File: src/hdl/opm_pkg.sv
// shared constants, kinds and carriers for the output image mapper
package opm_pkg;

  // object directory indexes used by the output image
  localparam logic [15:0] PACK_OBJ_INDEX = 16'h4500;   // packing mode object
  localparam logic [7:0]  PACK_OBJ_SUB   = 8'h00;      // packing mode subindex
  localparam logic [15:0] AO_OBJ_INDEX   = 16'h6411;   // analog output object
  localparam logic [15:0] DO_OBJ_INDEX   = 16'h6200;   // discrete output object
  localparam logic [15:0] FPC_OBJ_INDEX  = 16'h3200;   // counter output object
  localparam logic [15:0] NO_OBJ_INDEX   = 16'h0000;   // byte beyond the image
  localparam logic [7:0]  SUB_FIRST      = 8'h01;      // first subindex of any span
  localparam logic [7:0]  SUB_NONE       = 8'h00;      // subindex beyond the image

  // packing modes
  localparam logic PACK_UNCOMPRESSED = 1'b0;
  localparam logic PACK_COMPRESSED   = 1'b1;
  localparam logic PACK_RESET        = PACK_UNCOMPRESSED;  // mode after reset

  // image geometry
  localparam int BYTE_BITS   = 8;    // bits per image byte
  localparam int SLOT_BITS   = 32;   // widest slot payload
  localparam int MAX_SLOTS   = 16;   // largest slot count the layout serves
  localparam int ADAPTER_SLOT = 0;   // adapter position, carries no outputs

  // slot data groups, in image order
  localparam int GRP_ANALOG   = 0;
  localparam int GRP_DISCRETE = 1;
  localparam int GRP_COUNTER  = 2;
  localparam int GRP_NONE     = 3;

  // kind of module installed in a slot
  typedef enum logic [2:0] {
    OPM_NONE = 3'h0,   // empty or input-only slot
    OPM_DO2  = 3'h1,   // 2-point discrete or relay output
    OPM_DO4  = 3'h2,   // 4-point discrete output
    OPM_DO8  = 3'h3,   // 8-point discrete output
    OPM_DO16 = 3'h4,   // 16-point discrete output
    OPM_AO2  = 3'h5,   // 2-channel analog output
    OPM_FPC  = 3'h6    // fast pulse counter output word
  } opm_slot_kind_t;

  // one byte of the incoming output image
  typedef struct packed {
    logic       first;   // byte 0 of a new image
    logic [7:0] data;    // image byte
  } opm_beat_t;

  // one object write from the master
  typedef struct packed {
    logic [15:0] index;
    logic [7:0]  sub;
    logic [7:0]  data;
  } opm_obj_wr_t;

  // object reference of an image byte
  typedef struct packed {
    logic [15:0] index;
    logic [7:0]  sub;
  } opm_map_t;

  // payload bits a slot kind carries
  function automatic int kind_bits(opm_slot_kind_t k);
    case (k)
      OPM_DO2:  return 2;
      OPM_DO4:  return 4;
      OPM_DO8:  return 8;
      OPM_DO16: return 16;
      OPM_AO2:  return 32;
      OPM_FPC:  return 16;
      default:  return 0;
    endcase
  endfunction

  // group a slot kind belongs to
  function automatic int kind_group(opm_slot_kind_t k);
    case (k)
      OPM_AO2:  return GRP_ANALOG;
      OPM_FPC:  return GRP_COUNTER;
      OPM_NONE: return GRP_NONE;
      default:  return GRP_DISCRETE;
    endcase
  endfunction

endpackage

File: src/hdl/opm_layout.sv
// combinational image layout: where each slot's bits sit in the output image
`timescale 1ns/1ps
module opm_layout import opm_pkg::*; #(
  parameter int NSLOT = 12,
  parameter int PW    = 10
) (
  input  wire logic           pack_mode_in,
  input  opm_slot_kind_t      kind_in   [NSLOT],
  output logic [PW-1:0]       start_out [NSLOT],
  output logic [5:0]          width_out [NSLOT],
  output logic [PW-4:0]       ao_end_out,
  output logic [PW-4:0]       do_end_out,
  output logic [PW-4:0]       img_end_out
);

  // walk the groups in image order, slots in ascending order inside each
  always_comb begin
    int cur;
    int w;
    cur = 0;
    w   = 0;
    ao_end_out = '0;
    do_end_out = '0;
    for (int s = 0; s < NSLOT; s++) begin
      start_out[s] = '0;
      width_out[s] = '0;
    end
    for (int g = GRP_ANALOG; g <= GRP_COUNTER; g++) begin
      // every group opens on a fresh byte
      cur = (cur + BYTE_BITS - 1) / BYTE_BITS * BYTE_BITS;
      if (g == GRP_DISCRETE) begin
        ao_end_out = (PW-3)'(cur / BYTE_BITS);
      end
      if (g == GRP_COUNTER) begin
        do_end_out = (PW-3)'(cur / BYTE_BITS);
      end
      // slot zero is the adapter and is skipped
      for (int s = ADAPTER_SLOT + 1; s < NSLOT; s++) begin
        if (kind_group(kind_in[s]) == g) begin
          w = kind_bits(kind_in[s]);
          start_out[s] = PW'(cur);
          width_out[s] = 6'(w);
          if (pack_mode_in == PACK_COMPRESSED) begin
            cur = cur + w;
          end else begin
            cur = cur + (w + BYTE_BITS - 1) / BYTE_BITS * BYTE_BITS;
          end
        end
      end
    end
    img_end_out = (PW-3)'((cur + BYTE_BITS - 1) / BYTE_BITS);
  end

endmodule

File: src/hdl/opm_out_image_mapper.sv
// output process image mapper: image bytes from the master onto output slots
`timescale 1ns/1ps
module opm_out_image_mapper import opm_pkg::*; #(
  parameter int NSLOT = 12    // slot count including the adapter slot
) (
  input  wire logic           ref_clk_in,
  input  wire logic           rst_b_in,
  input  wire logic           obj_wr_valid_in,
  input  opm_obj_wr_t         obj_wr_in,
  input  opm_slot_kind_t      slot_kind_in   [NSLOT],
  input  wire logic           beat_valid_in,
  input  opm_beat_t           beat_in,
  output logic [31:0]         slot_data_out  [NSLOT],
  output logic                map_valid_out,
  output opm_map_t            map_out,
  output logic                pack_mode_out,
  output logic [7:0]          image_bytes_out
);

  localparam int PW = $clog2(NSLOT * SLOT_BITS) + 1;  // image bit position width
  localparam int BW = PW - 3;                          // image byte index width

  // elaboration check: the layout walk and byte index are sized for this range
  if (NSLOT < 2 || NSLOT > MAX_SLOTS) begin : g_bad_nslot
    $error("NSLOT must lie between 2 and MAX_SLOTS");
  end

  // reset release through two flops; assertion is still asynchronous
  logic rst_meta_r;   // first stage, read only by the second
  logic rst_sync_r;   // design-wide active-low reset
  always_ff @(posedge ref_clk_in or negedge rst_b_in) begin
    if (!rst_b_in) begin
      rst_meta_r <= 1'b0;
      rst_sync_r <= 1'b0;
    end else begin
      rst_meta_r <= 1'b1;
      rst_sync_r <= rst_meta_r;
    end
  end

  // packing mode, written by the master through its object
  logic pack_mode_r;    // current packing mode
  logic pack_mode_nxt;  // next packing mode
  always_comb begin
    pack_mode_nxt = pack_mode_r;
    // only the exact index and subindex steer the mode
    if (obj_wr_valid_in && obj_wr_in.index == PACK_OBJ_INDEX
        && obj_wr_in.sub == PACK_OBJ_SUB) begin
      pack_mode_nxt = obj_wr_in.data[0];
    end
  end

  always_ff @(posedge ref_clk_in or negedge rst_sync_r) begin
    if (!rst_sync_r) begin
      pack_mode_r <= PACK_RESET;
    end else begin
      pack_mode_r <= pack_mode_nxt;
    end
  end

  // layout of the image for the installed modules and current mode
  logic [PW-1:0] lay_start [NSLOT];   // first image bit of each slot
  logic [5:0]    lay_width [NSLOT];   // payload bits of each slot
  logic [BW-1:0] ao_end;              // first byte after the analog group
  logic [BW-1:0] do_end;              // first byte after the discrete group
  logic [BW-1:0] img_end;             // total image bytes

  opm_layout #(
    .NSLOT (NSLOT),
    .PW    (PW)
  ) u_layout (
    .pack_mode_in (pack_mode_r),
    .kind_in      (slot_kind_in),
    .start_out    (lay_start),
    .width_out    (lay_width),
    .ao_end_out   (ao_end),
    .do_end_out   (do_end),
    .img_end_out  (img_end)
  );

  // byte position inside the image being received
  logic [BW-1:0] pos_r;     // index the next non-first byte takes
  logic [BW-1:0] pos_nxt;
  logic [BW-1:0] cur_b;     // index of the byte on the input now
  always_comb begin
    cur_b   = beat_in.first ? '0 : pos_r;
    pos_nxt = pos_r;
    // saturate so an overlong image cannot wrap onto the analog bytes
    if (beat_valid_in && cur_b != '1) begin
      pos_nxt = cur_b + BW'(1);
    end else if (beat_valid_in) begin
      pos_nxt = cur_b;
    end
  end

  always_ff @(posedge ref_clk_in or negedge rst_sync_r) begin
    if (!rst_sync_r) begin
      pos_r <= '0;
    end else begin
      pos_r <= pos_nxt;
    end
  end

  // per-slot output data: each bit takes the image bit that lands on it
  for (genvar s = 0; s < NSLOT; s++) begin : g_slot
    logic [31:0] data_r;     // held output word of this slot
    logic [31:0] data_nxt;
    always_comb begin
      logic [PW-1:0] p;
      p        = '0;
      data_nxt = data_r;
      for (int k = 0; k < SLOT_BITS; k++) begin
        p = lay_start[s] + PW'(k);
        if (6'(k) >= lay_width[s]) begin
          // reserved and unused positions never reach the module
          data_nxt[k] = 1'b0;
        end else if (beat_valid_in && p[PW-1:3] == cur_b) begin
          // low byte first falls out of ascending bit positions
          data_nxt[k] = beat_in.data[p[2:0]];
        end
      end
    end

    always_ff @(posedge ref_clk_in or negedge rst_sync_r) begin
      if (!rst_sync_r) begin
        data_r <= '0;
      end else begin
        data_r <= data_nxt;
      end
    end

    assign slot_data_out[s] = data_r;

    property p_narrow_clear;
      @(posedge ref_clk_in) disable iff (!rst_sync_r)
      (lay_width[s] == 6'd4) |=> (data_r[31:4] == 28'h0);
    endproperty
    a_narrow_clear: assert property (p_narrow_clear)
      else $error("bits above a 4-point slot are not clear");
  end

  // object reference of each received byte
  opm_map_t map_r;
  opm_map_t map_nxt;
  logic     map_valid_r;
  logic     map_valid_nxt;
  always_comb begin
    map_valid_nxt = beat_valid_in;
    map_nxt       = map_r;
    if (beat_valid_in) begin
      if (cur_b < ao_end) begin
        // two bytes per analog channel
        map_nxt.index = AO_OBJ_INDEX;
        map_nxt.sub   = 8'(cur_b >> 1) + SUB_FIRST;
      end else if (cur_b < do_end) begin
        // one subindex per discrete byte
        map_nxt.index = DO_OBJ_INDEX;
        map_nxt.sub   = 8'(cur_b - ao_end) + SUB_FIRST;
      end else if (cur_b < img_end) begin
        map_nxt.index = FPC_OBJ_INDEX;
        map_nxt.sub   = 8'(cur_b - do_end) + SUB_FIRST;
      end else begin
        map_nxt.index = NO_OBJ_INDEX;
        map_nxt.sub   = SUB_NONE;
      end
    end
  end

  always_ff @(posedge ref_clk_in or negedge rst_sync_r) begin
    if (!rst_sync_r) begin
      map_r       <= '{index: NO_OBJ_INDEX, sub: SUB_NONE};
      map_valid_r <= 1'b0;
    end else begin
      map_r       <= map_nxt;
      map_valid_r <= map_valid_nxt;
    end
  end

  // image length, registered so the port comes straight from a flop
  logic [7:0] img_len_r;
  always_ff @(posedge ref_clk_in or negedge rst_sync_r) begin
    if (!rst_sync_r) begin
      img_len_r <= 8'h00;
    end else begin
      img_len_r <= 8'(img_end);
    end
  end

  assign map_valid_out   = map_valid_r;
  assign map_out         = map_r;
  assign pack_mode_out   = pack_mode_r;
  assign image_bytes_out = img_len_r;

  // helper: any slot off a byte boundary
  logic any_unaligned;
  always_comb begin
    any_unaligned = 1'b0;
    for (int s = 0; s < NSLOT; s++) begin
      if (lay_width[s] != 6'd0 && lay_start[s][2:0] != 3'h0) begin
        any_unaligned = 1'b1;
      end
    end
  end

  property p_unpacked_align;
    @(posedge ref_clk_in) disable iff (!rst_sync_r)
    (pack_mode_r == PACK_UNCOMPRESSED) |-> !any_unaligned;
  endproperty
  a_unpacked_align: assert property (p_unpacked_align)
    else $error("uncompressed slot not byte aligned");

  property p_group_order;
    @(posedge ref_clk_in) disable iff (!rst_sync_r)
    (ao_end <= do_end) && (do_end <= img_end);
  endproperty
  a_group_order: assert property (p_group_order)
    else $error("image groups out of order");

  property p_mode_write;
    @(posedge ref_clk_in) disable iff (!rst_sync_r)
    (obj_wr_valid_in && obj_wr_in.index == PACK_OBJ_INDEX && obj_wr_in.sub == PACK_OBJ_SUB)
      |=> (pack_mode_out == $past(obj_wr_in.data[0]));
  endproperty
  a_mode_write: assert property (p_mode_write)
    else $error("packing mode write not applied");

  property p_adapter_empty;
    @(posedge ref_clk_in) disable iff (!rst_sync_r)
    (lay_width[ADAPTER_SLOT] == 6'd0) ##1 (slot_data_out[ADAPTER_SLOT] == 32'h0);
  endproperty
  a_adapter_empty: assert property (p_adapter_empty)
    else $error("adapter slot carries output data");

  property p_analog_sub;
    @(posedge ref_clk_in) disable iff (!rst_sync_r)
    (beat_valid_in && cur_b < ao_end)
      |=> (map_out.index == AO_OBJ_INDEX) && (map_out.sub == 8'($past(cur_b) >> 1) + SUB_FIRST);
  endproperty
  a_analog_sub: assert property (p_analog_sub)
    else $error("analog byte mapped to wrong subindex");

  property p_analog_first;
    @(posedge ref_clk_in) disable iff (!rst_sync_r)
    (beat_valid_in && beat_in.first && ao_end != '0)
      |=> map_valid_out && map_out.index == AO_OBJ_INDEX && map_out.sub == SUB_FIRST;
  endproperty
  a_analog_first: assert property (p_analog_first)
    else $error("image does not open with analog channel one");

  property p_discrete_sub;
    @(posedge ref_clk_in) disable iff (!rst_sync_r)
    (beat_valid_in && cur_b >= ao_end && cur_b < do_end)
      |=> (map_out.index == DO_OBJ_INDEX) && (map_out.sub == 8'($past(cur_b) - $past(ao_end)) + SUB_FIRST);
  endproperty
  a_discrete_sub: assert property (p_discrete_sub)
    else $error("discrete byte mapped to wrong subindex");

  property p_counter_pair;
    @(posedge ref_clk_in) disable iff (!rst_sync_r)
    (beat_valid_in && !beat_in.first && cur_b == do_end && do_end < img_end)
      |=> (map_out.index == FPC_OBJ_INDEX) && (map_out.sub == SUB_FIRST);
  endproperty
  a_counter_pair: assert property (p_counter_pair)
    else $error("counter low byte not on subindex one");

endmodule

File: config.mk
export PLATFORM = sky130hd
export DESIGN_NAME = opm_out_image_mapper
export DESIGN_NICKNAME = d
export VERILOG_FILES = /design/src/hdl/opm_pkg.sv /design/src/hdl/opm_layout.sv /design/src/hdl/opm_out_image_mapper.sv
export SDC_FILE = /design/constraint.sdc
export NUM_CORES = 2
export LEC_CHECK = 0
export BUFFER_PORTS_ARGS = -buffer_cell sky130_fd_sc_hd__buf_2
export CORE_ASPECT_RATIO = 1.4
export CORE_MARGIN = 5
export CORE_UTILIZATION = 45
export DETAILED_ROUTE_END_ITERATION = 7
export PLACE_DENSITY_LB_ADDON = 0.05
export SYNTH_ARGS = -nofsm -noshare
export SYNTH_HDL_FRONTEND = slang
export SYNTH_SLANG_ARGS = --single-unit
File: constraint.sdc
create_clock -name ref_clk_in -period 10.65 [get_ports ref_clk_in]
set_input_delay 1.5975 -clock ref_clk_in [delete_from_list [all_inputs] [get_ports ref_clk_in]]
set_output_delay 1.5975 -clock ref_clk_in [all_outputs]
set_load 0.02 [all_outputs]
After elaboration in Yosys (flattened, before gate mapping) --
Index checks and enable logic that the tools add are counted.
Storage, ports and cells: register bits after elaboration 394, input port bits 81, output and inout port bits 418, word-level logic and storage cells 4442
Operators by class: add/subtract/negate cells 519, magnitude comparators 707, equal/unequal tests 442, mux-type cells 1600, bitwise operators 36, reductions and logical operators 778
Operators by type and width (count):
- $mux W32 | 99
- $eq A7 B7 Y1 | 352
- $add A32 B32 Y32 | 64
- $add A10 B5 Y10 const B | 176
- $lt A3 B4 Y1 const B | 352
- $add A32 B5 Y32 const B | 36
- $sub A32 B2 Y32 const B | 36
- $bmux W1 S3 | 352
- $ge A5 B6 Y1 const A | 176
- $mux W1 | 1056
- $add A29 B1 Y29 | 35
- $add A10 B4 Y10 const B | 88
- $reduce_bool A2 Y1 | 353
- $ge A4 B6 Y1 const A | 88
- $add A10 B3 Y10 const B | 44
- $logic_and A1 B1 Y1 | 355
- $logic_not A32 Y1 | 11
- $pmux W6 S5 | 11
- $mux W10 | 32
- $ge A3 B6 Y1 const A | 44
- $add A10 B2 Y10 const B | 22
- $mux W6 | 33
- $ge A1 B6 Y1 const A | 22
- $ge A2 B6 Y1 const A | 22
- 23 further kinds | 223

Longest topological paths before layout --
word-level depth 126, depth in mapped cells 205, mapped depth without buffers 200

By module --
From an unflattened synthesis, not the netlist that was laid out.
Second synthesis, totals: cells, all modules 12234, area, all modules 89574.7 µm²
Modules (own cells, without submodules):
- opm_out_image_mapper | instances 1, cells each 9137, area an instance 68021.5 µm², seq. area each 10385.0 µm²
- opm_layout | instances 1, cells each 3097, area an instance 21553.2 µm², seq. area each 0.0 µm²

Least setup slack after synthesis --
Ideal clock, no wire load.
path kind flip-flop to flip-flop, start point register pack_mode_r (netlist: pack_mode_out), end point register map_r, in the netlist map_out[1], setup time 0.083 ns, data arrival time 37.106 ns, data required time 10.567 ns, setup slack -26.538 ns, cell stages (with the launch flop) 193, path buffers 15, period minus slack after synthesis 37.188 ns, path through dfrtp_1 > inv_1 > clkbuf_1 > clkbuf_1 > clkbuf_1 > clkbuf_1 > buf_1 > buf_1 > clkbuf_1 > buf_2 > clkbuf_1 > clkbuf_1 > buf_1 > clkbuf_1 > buf_1 > o31ai_1 > ha_1 > a211oi_1 > (+157 left out) > a21oi_1 > nor2_1 > o32ai_1 > inv_1 > ha_1 > xnor2_1 > nor3_1 > a221oi_1 > inv_1 > or3_1 > xnor2_1 > ha_1 > o21ai_0 > nand2b_1 > a21oi_1 > nand3_1 > a311o_1 > o21ai_0
Between the ends: word-level cells in the longest chain between the ends 115, elaborated cells on any way between the ends 155, classes of those cells add/sub: 77; order compare: 3; mux: 69; bitwise: 3; reduce/logical: 3
Ends and longest elaborated chain:
- start, declared | RTL line opm_out_image_mapper.sv:42 | logic pack_mode_r;
- start signal, assigned | RTL line opm_out_image_mapper.sv:57 | pack_mode_r <= pack_mode_nxt;
- $mux W32 | RTL line opm_layout.sv:43 | if (pack_mode_in == PACK_COMPRESSED) begin
- $mux W32 | RTL line opm_layout.sv:39 | if (kind_group(kind_in[s]) == g) begin
- $add A32 B32 Y32 (on tied branches) | RTL line opm_layout.sv:46, opm_layout.sv:44
- $mux W32 | RTL line opm_layout.sv:43
- $mux W32 | RTL line opm_layout.sv:39
- $add A32 B32 Y32 (on tied branches) | RTL line opm_layout.sv:46, opm_layout.sv:44
- $mux W32 | RTL line opm_layout.sv:43
- $mux W32 | RTL line opm_layout.sv:39
- (+99 left out)
- $add A32 B5 Y32 | RTL line opm_layout.sv:51 | img_end_out = (PW-3)'((cur + BYTE_BITS - 1) / BYTE_BITS);
- $sub A32 B2 Y32 | RTL line opm_layout.sv:51
- $and A1 B1 Y1 (no line)
- $add A7 B1 Y7 (no line)
- $lt A7 B7 Y1 | RTL line opm_out_image_mapper.sv:159 | end else if (cur_b < img_end) begin
- $mux W22 | RTL line opm_out_image_mapper.sv:159
- $mux W23 | RTL line opm_out_image_mapper.sv:155 | end else if (cur_b < do_end) begin
- $mux W23 (*) | RTL line opm_out_image_mapper.sv:151 | if (cur_b < ao_end) begin
- end signal, assigned | RTL line opm_out_image_mapper.sv:171 | map_r <= '{index: NO_OBJ_INDEX, sub: SUB_NONE};
- end signal, assigned | RTL line opm_out_image_mapper.sv:174 | map_r <= map_nxt;
- end, declared | RTL line opm_out_image_mapper.sv:143 | opm_map_t map_r;
Mark *: on every way between the ends. The rest lies on a longest branch, timed or not. A chain may end at the register's enable or synchronous reset.

Final worst setup path --
start point input port slot_kind_in[29] (netlist name), end point register map_r, in the netlist map_out[7]
Between the ends: word-level cells in the longest chain between the ends 121, elaborated cells on any way between the ends 184, classes of those cells add/sub: 86; order compare: 3; eq/ne: 8; mux: 72; bitwise: 6; reduce/logical: 9
Ends and longest elaborated chain:
- start, declared | RTL line opm_out_image_mapper.sv:10 | input opm_slot_kind_t slot_kind_in [NSLOT],
- $eq A3 B3 Y1 (on tied branches) | RTL line opm_pkg.sv:63, opm_pkg.sv:76
- $reduce_or A2 Y1 (no line)
- $pmux W6 S5 | RTL line opm_pkg.sv:63 | case (k)
- $mux W32 | RTL line opm_layout.sv:39
- $add A32 B5 Y32 | RTL line opm_layout.sv:46 | cur = cur + (w + BYTE_BITS - 1) / BYTE_BITS * BYTE_BITS;
- $sub A32 B2 Y32 | RTL line opm_layout.sv:46
- $reduce_or A3 Y1 (no line)
- $and A1 B1 Y1 (no line)
- (+105 left out)
- $add A32 B5 Y32 | RTL line opm_layout.sv:51
- $sub A32 B2 Y32 | RTL line opm_layout.sv:51
- $and A1 B1 Y1 (no line)
- $add A7 B1 Y7 (no line)
- $lt A7 B7 Y1 | RTL line opm_out_image_mapper.sv:159
- $mux W22 | RTL line opm_out_image_mapper.sv:159
- $mux W23 | RTL line opm_out_image_mapper.sv:155
- $mux W23 (*) | RTL line opm_out_image_mapper.sv:151
Mark *: on every way between the ends. The rest lies on a longest branch, timed or not. The select of a mux whose other input is x is not followed.

==> reports/qor.yml <==
yosys:
  synth_cell_types: 127
  synthXorXnorAreaFrac_pct: 9.098
  synth_adder_area_share_pct: 12.89
  syn_avg_cell_area_um2: 7.658
  yosysWarnings: 0
  synth_top_area_share_pct: 17.41
  post_synth_mux_area_share_pct: 12.65
  synth_area_leader_cell: "dfrtp_1"
  syn_area_um2: 55060
  synth_seq_cells: 383
  synthTopCellsByArea: "dfrtp_1 17%, mux2i_1 11%, ha_1 10%"
  seq_area_frac_synth_pct: 17.41
  synth_top_family_by_area: "simple AND/OR/NAND/NOR gates"
  synth_ff_type: "dfrtp_1"
  synth_cells: 7190
  synth_edf_count: 0
  synth-simple-area-share_pct: 22.38
  ys_async_sr_fraction_pct: 100.0
  synth-compound-area-share_pct: 20.17
floorplan:
  ioPinCount: 499
  std_cell_rows: 152
  die_w_um: 305.6
  die_area_um2: 129600
  initial_core_util_pct: 45.10
  fp.coreArea_um2: 122100
  die_h_um: 423.9
timing:
  finalSetupViolCount: 372
  period_share_pct: 326.5
  finalHoldViolations: 0
  skew_ns: 0.02319
  rsz0062_at_grt: "yes"
  fin_ws_ns: -24.12
  fin_crit_ns: 34.77
  maxSlewHeadroom_pct: 16.58
  max_slew.worst_pin.slew_ns: 1.251
  maxSlewViolCount: 0
  fmax_mhz: 28.76
hold_path:
  hp-class: "register to async pin"
worst_setup_path:
  cp.depth: 168
  setup.worst_path.start_class: "input port"
  setup.worst_path.end: "map_out[7]$_DFFE_PN0P_"
  crit_path_max_fanout: 8
  r2r_start: "pack_mode_out$_DFFE_PN0P_"
  r2r_cells: 164
  reg2reg_to: "map_out[7]$_DFFE_PN0P_"
  crit_family: "adder cells"
  arrival_ns: 35.29
  timing.critical_path.buf_inv: 20
  criticalPathCategory: "input port to register"
  slowest_delay_ns: 0.54
  cp-end-kind: "register"
  slowest_stage: "fa_1"
  required_ns: 11.16
  startpoint: "slot_kind_in[29]"
  crit_top_cell: "fa_1"
  r2r_slack_ns: -23.15
clock_tree:
  htree_levels: 2
  cts_hold_buf: 0
  cts_inserted_buffers: 41
  cts.path.max_buffers: 3
  cts-root-buf: "clkbuf_16"
  cts_sinks: 383
  cts_tree: "yes"
  clk_pin_slew_ns: 0.07
  clk_latency_ns: 0.66
layout:
  drive_gt1_share_pct: 36.64
  final_util_pct: 66.13
  syn2layout_area_growth_pct: 46.64
  nNetsFinal: 10330
placement:
  gp_congestion: 1.024
  pre_cts_slack_ns: -25.75
  port_buffers: 446
  place_hpwl_um: 211400
drt:
  dr.pass1.iters: 6
  viasPerCell: 5.683
  ant_nets: 0
  wl_um: 259800
  wire_per_inst_um: 22.83
  drtIter0Drc: 4303
  via_count: 64670
  drc: 0
power:
  p_sw_mw: 12.80
  power_frac_comb_pct: 87.7
  vdd_drop_max_uv: 245.8
  p_int_mw: 13.61
  switching_share_pct: 48.46
  p_leak_nw: 40.20
  powerDensity_nw_per_um2: 327.1
  clockPowerShare_pct: 6.0
  seqPwrFrac_pct: 6.2
global_route:
  grt_pass1_vias: 64970
  grt_pass1_wl_um: 384400
  grt_antenna_before_repair: 9
  grtUsageTotal_pct: 38.00
  grt-ovfl-total: 0
  grt_max_degree: 160
run_status:
  run_status: "finished, violations left"
  violations: "negative setup slack"
job:
  cap_violations: 0
## stage by stage
| stage | setup TNS [ns] | hold slack (ns) | instances | total power, mW | cell area, um^2 |
|---|---|---|---|---|---|
| floorplan | -7187.00 | 0.3312 | 7276 | 12.75 | 56440 |
| detailed placement | -7715.26 | 0.2434 | 11180 | 22.72 | 76060 |
| global route | -7711.10 | 0.2607 | 11380 | 28.04 | 80730 |
| CTS | -7145.21 | 0.2410 | 11310 | 25.03 | 78820 |
| finish | -7268.51 | 0.2316 | 11380 | 26.41 | 80740 |
| global placement | -7485.59 | 0.2361 | 11180 | 22.50 | 76060 |
## timing repair
action | CTS | global route
endpoints found under the hold margin | 0 | 0
gates resized for setup | 183 | 286
setup endpoints to repair | 372 | 372
setup buffers | 61 | 65
pin swaps | 111 | 159
## final cells by class
type	instances	area, um^2
Tap cell	1617	2023
Clock buffer	56	1204
Antenna cell	6	15.01
Multi-Input combinational cell	6170	45980
Clock inverter	18	251.5
Fill cell	10780	41350
Timing Repair Buffer	2821	20500
Sequential cell	383	9592
Inverter	309	1185
## cells in the mapped netlist (all sizes together), types with 24 or more instances
| library cell | number |
|---|---|
| xnor2 | 395 |
| clkbuf | 285 |
| ha | 456 |
| a21o | 133 |
| a211oi | 72 |
| and3 | 58 |
| nor4 | 67 |
| nand4 | 62 |
| mux2i | 620 |
| nand2b | 99 |
| or2 | 36 |
| nor2b | 138 |
| nor2 | 811 |
| nor3 | 198 |
| fa | 68 |
| nand3 | 236 |
| a21oi | 547 |
| nand2 | 673 |
| a31oi | 87 |
| mux2 | 66 |
| o22ai | 88 |
| o21a | 45 |
| o21ai | 342 |
| o211ai | 39 |
| or3 | 35 |
| a22oi | 34 |
| a21boi | 29 |
| and2 | 80 |
| o21bai | 24 |
| inv | 300 |
| a211o | 29 |
| o31ai | 43 |
| buf | 129 |
| xor2 | 135 |
| dfrtp | 383 |
## worst min-delay path by stage
| stage | start | cells after the start | slack, ns | end |
|---|---|---|---|---|
| after floorplan | rst_meta_r$_DFF_PN0_ | 0 | 0.33 | rst_sync_r$_DFF_PN0_ |
| after global placement | rst_sync_r$_DFF_PN0_ | 0 | 0.24 | g_slot[5].data_r[15]$_DFFE_PN0P_ |
| after detailed placement | rst_sync_r$_DFF_PN0_ | 0 | 0.24 | g_slot[5].data_r[15]$_DFFE_PN0P_ |
| after CTS | rst_sync_r$_DFF_PN0_ | 0 | 0.24 | g_slot[5].data_r[22]$_DFFE_PN0P_ |
| after global routing | rst_sync_r$_DFF_PN0_ | 0 | 0.26 | g_slot[5].data_r[14]$_DFFE_PN0P_ |
| final | rst_sync_r$_DFF_PN0_ | 0 | 0.23 | g_slot[5].data_r[22]$_DFFE_PN0P_ |
## logic make-up after synthesis
group           after synthesis
compound gates             1734
flops                       383
simple gates               2599
xor+xnor                    536
other cells                   2
fa+ha+maj                   527
buf+inv                     723
mux                         686
## metal layers
layer	vias to the layer above	GRT usage (%)	wire (um)
met5	-	0	34
met4	6	31.06	26830
met3	847	5.506	13220
met2	2191	67.86	126800
met1	30980	39.40	92850
li1	30640	-	-
## placed cells by master, fill, tap and decap left out, drive strengths merged, types with 43 or more instances in the layout
| cell type | Yosys | layout |
|---|---|---|
| buf | 129 | 2821 |
| nor2 | 811 | 811 |
| nand2 | 673 | 673 |
| mux2i | 620 | 620 |
| a21oi | 547 | 547 |
| ha | 456 | 456 |
| xnor2 | 395 | 395 |
| dfrtp | 383 | 383 |
| o21ai | 342 | 342 |
| inv | 300 | 302 |
| nand3 | 236 | 236 |
| nor3 | 198 | 198 |
| nor2b | 138 | 138 |
| xor2 | 135 | 135 |
| a21o | 133 | 133 |
| nand2b | 99 | 99 |
| conb | 2 | 88 |
| o22ai | 88 | 88 |
| a31oi | 87 | 87 |
| and2 | 80 | 80 |
| a211oi | 72 | 72 |
| fa | 68 | 68 |
| nor4 | 67 | 67 |
| mux2 | 66 | 66 |
| nand4 | 62 | 62 |
| and3 | 58 | 58 |
| clkbuf | 285 | 56 |
| o21a | 45 | 45 |
| o31ai | 43 | 43 |
## flip-flops by register name (all words and copies together) (netlist names)
register,count
pos_r,7
g_slot.data_r,352
rst_meta_r,1
map_valid_out,1
rst_sync_r,1
pack_mode_out,1
map_out,13
image_bytes_out,7
## power by group through the flow
stage	sequential (mW)	clock [mW]	combinational, mW
after floorplan	1.80	0	11.0
after global placement	1.67	0	20.8
after detailed placement	1.67	0	21.0
after CTS	1.65	1.61	21.8
after global routing	1.66	1.67	24.7
final	1.65	1.59	23.2
No activity file was read; power rests on OpenSTA's default activity.
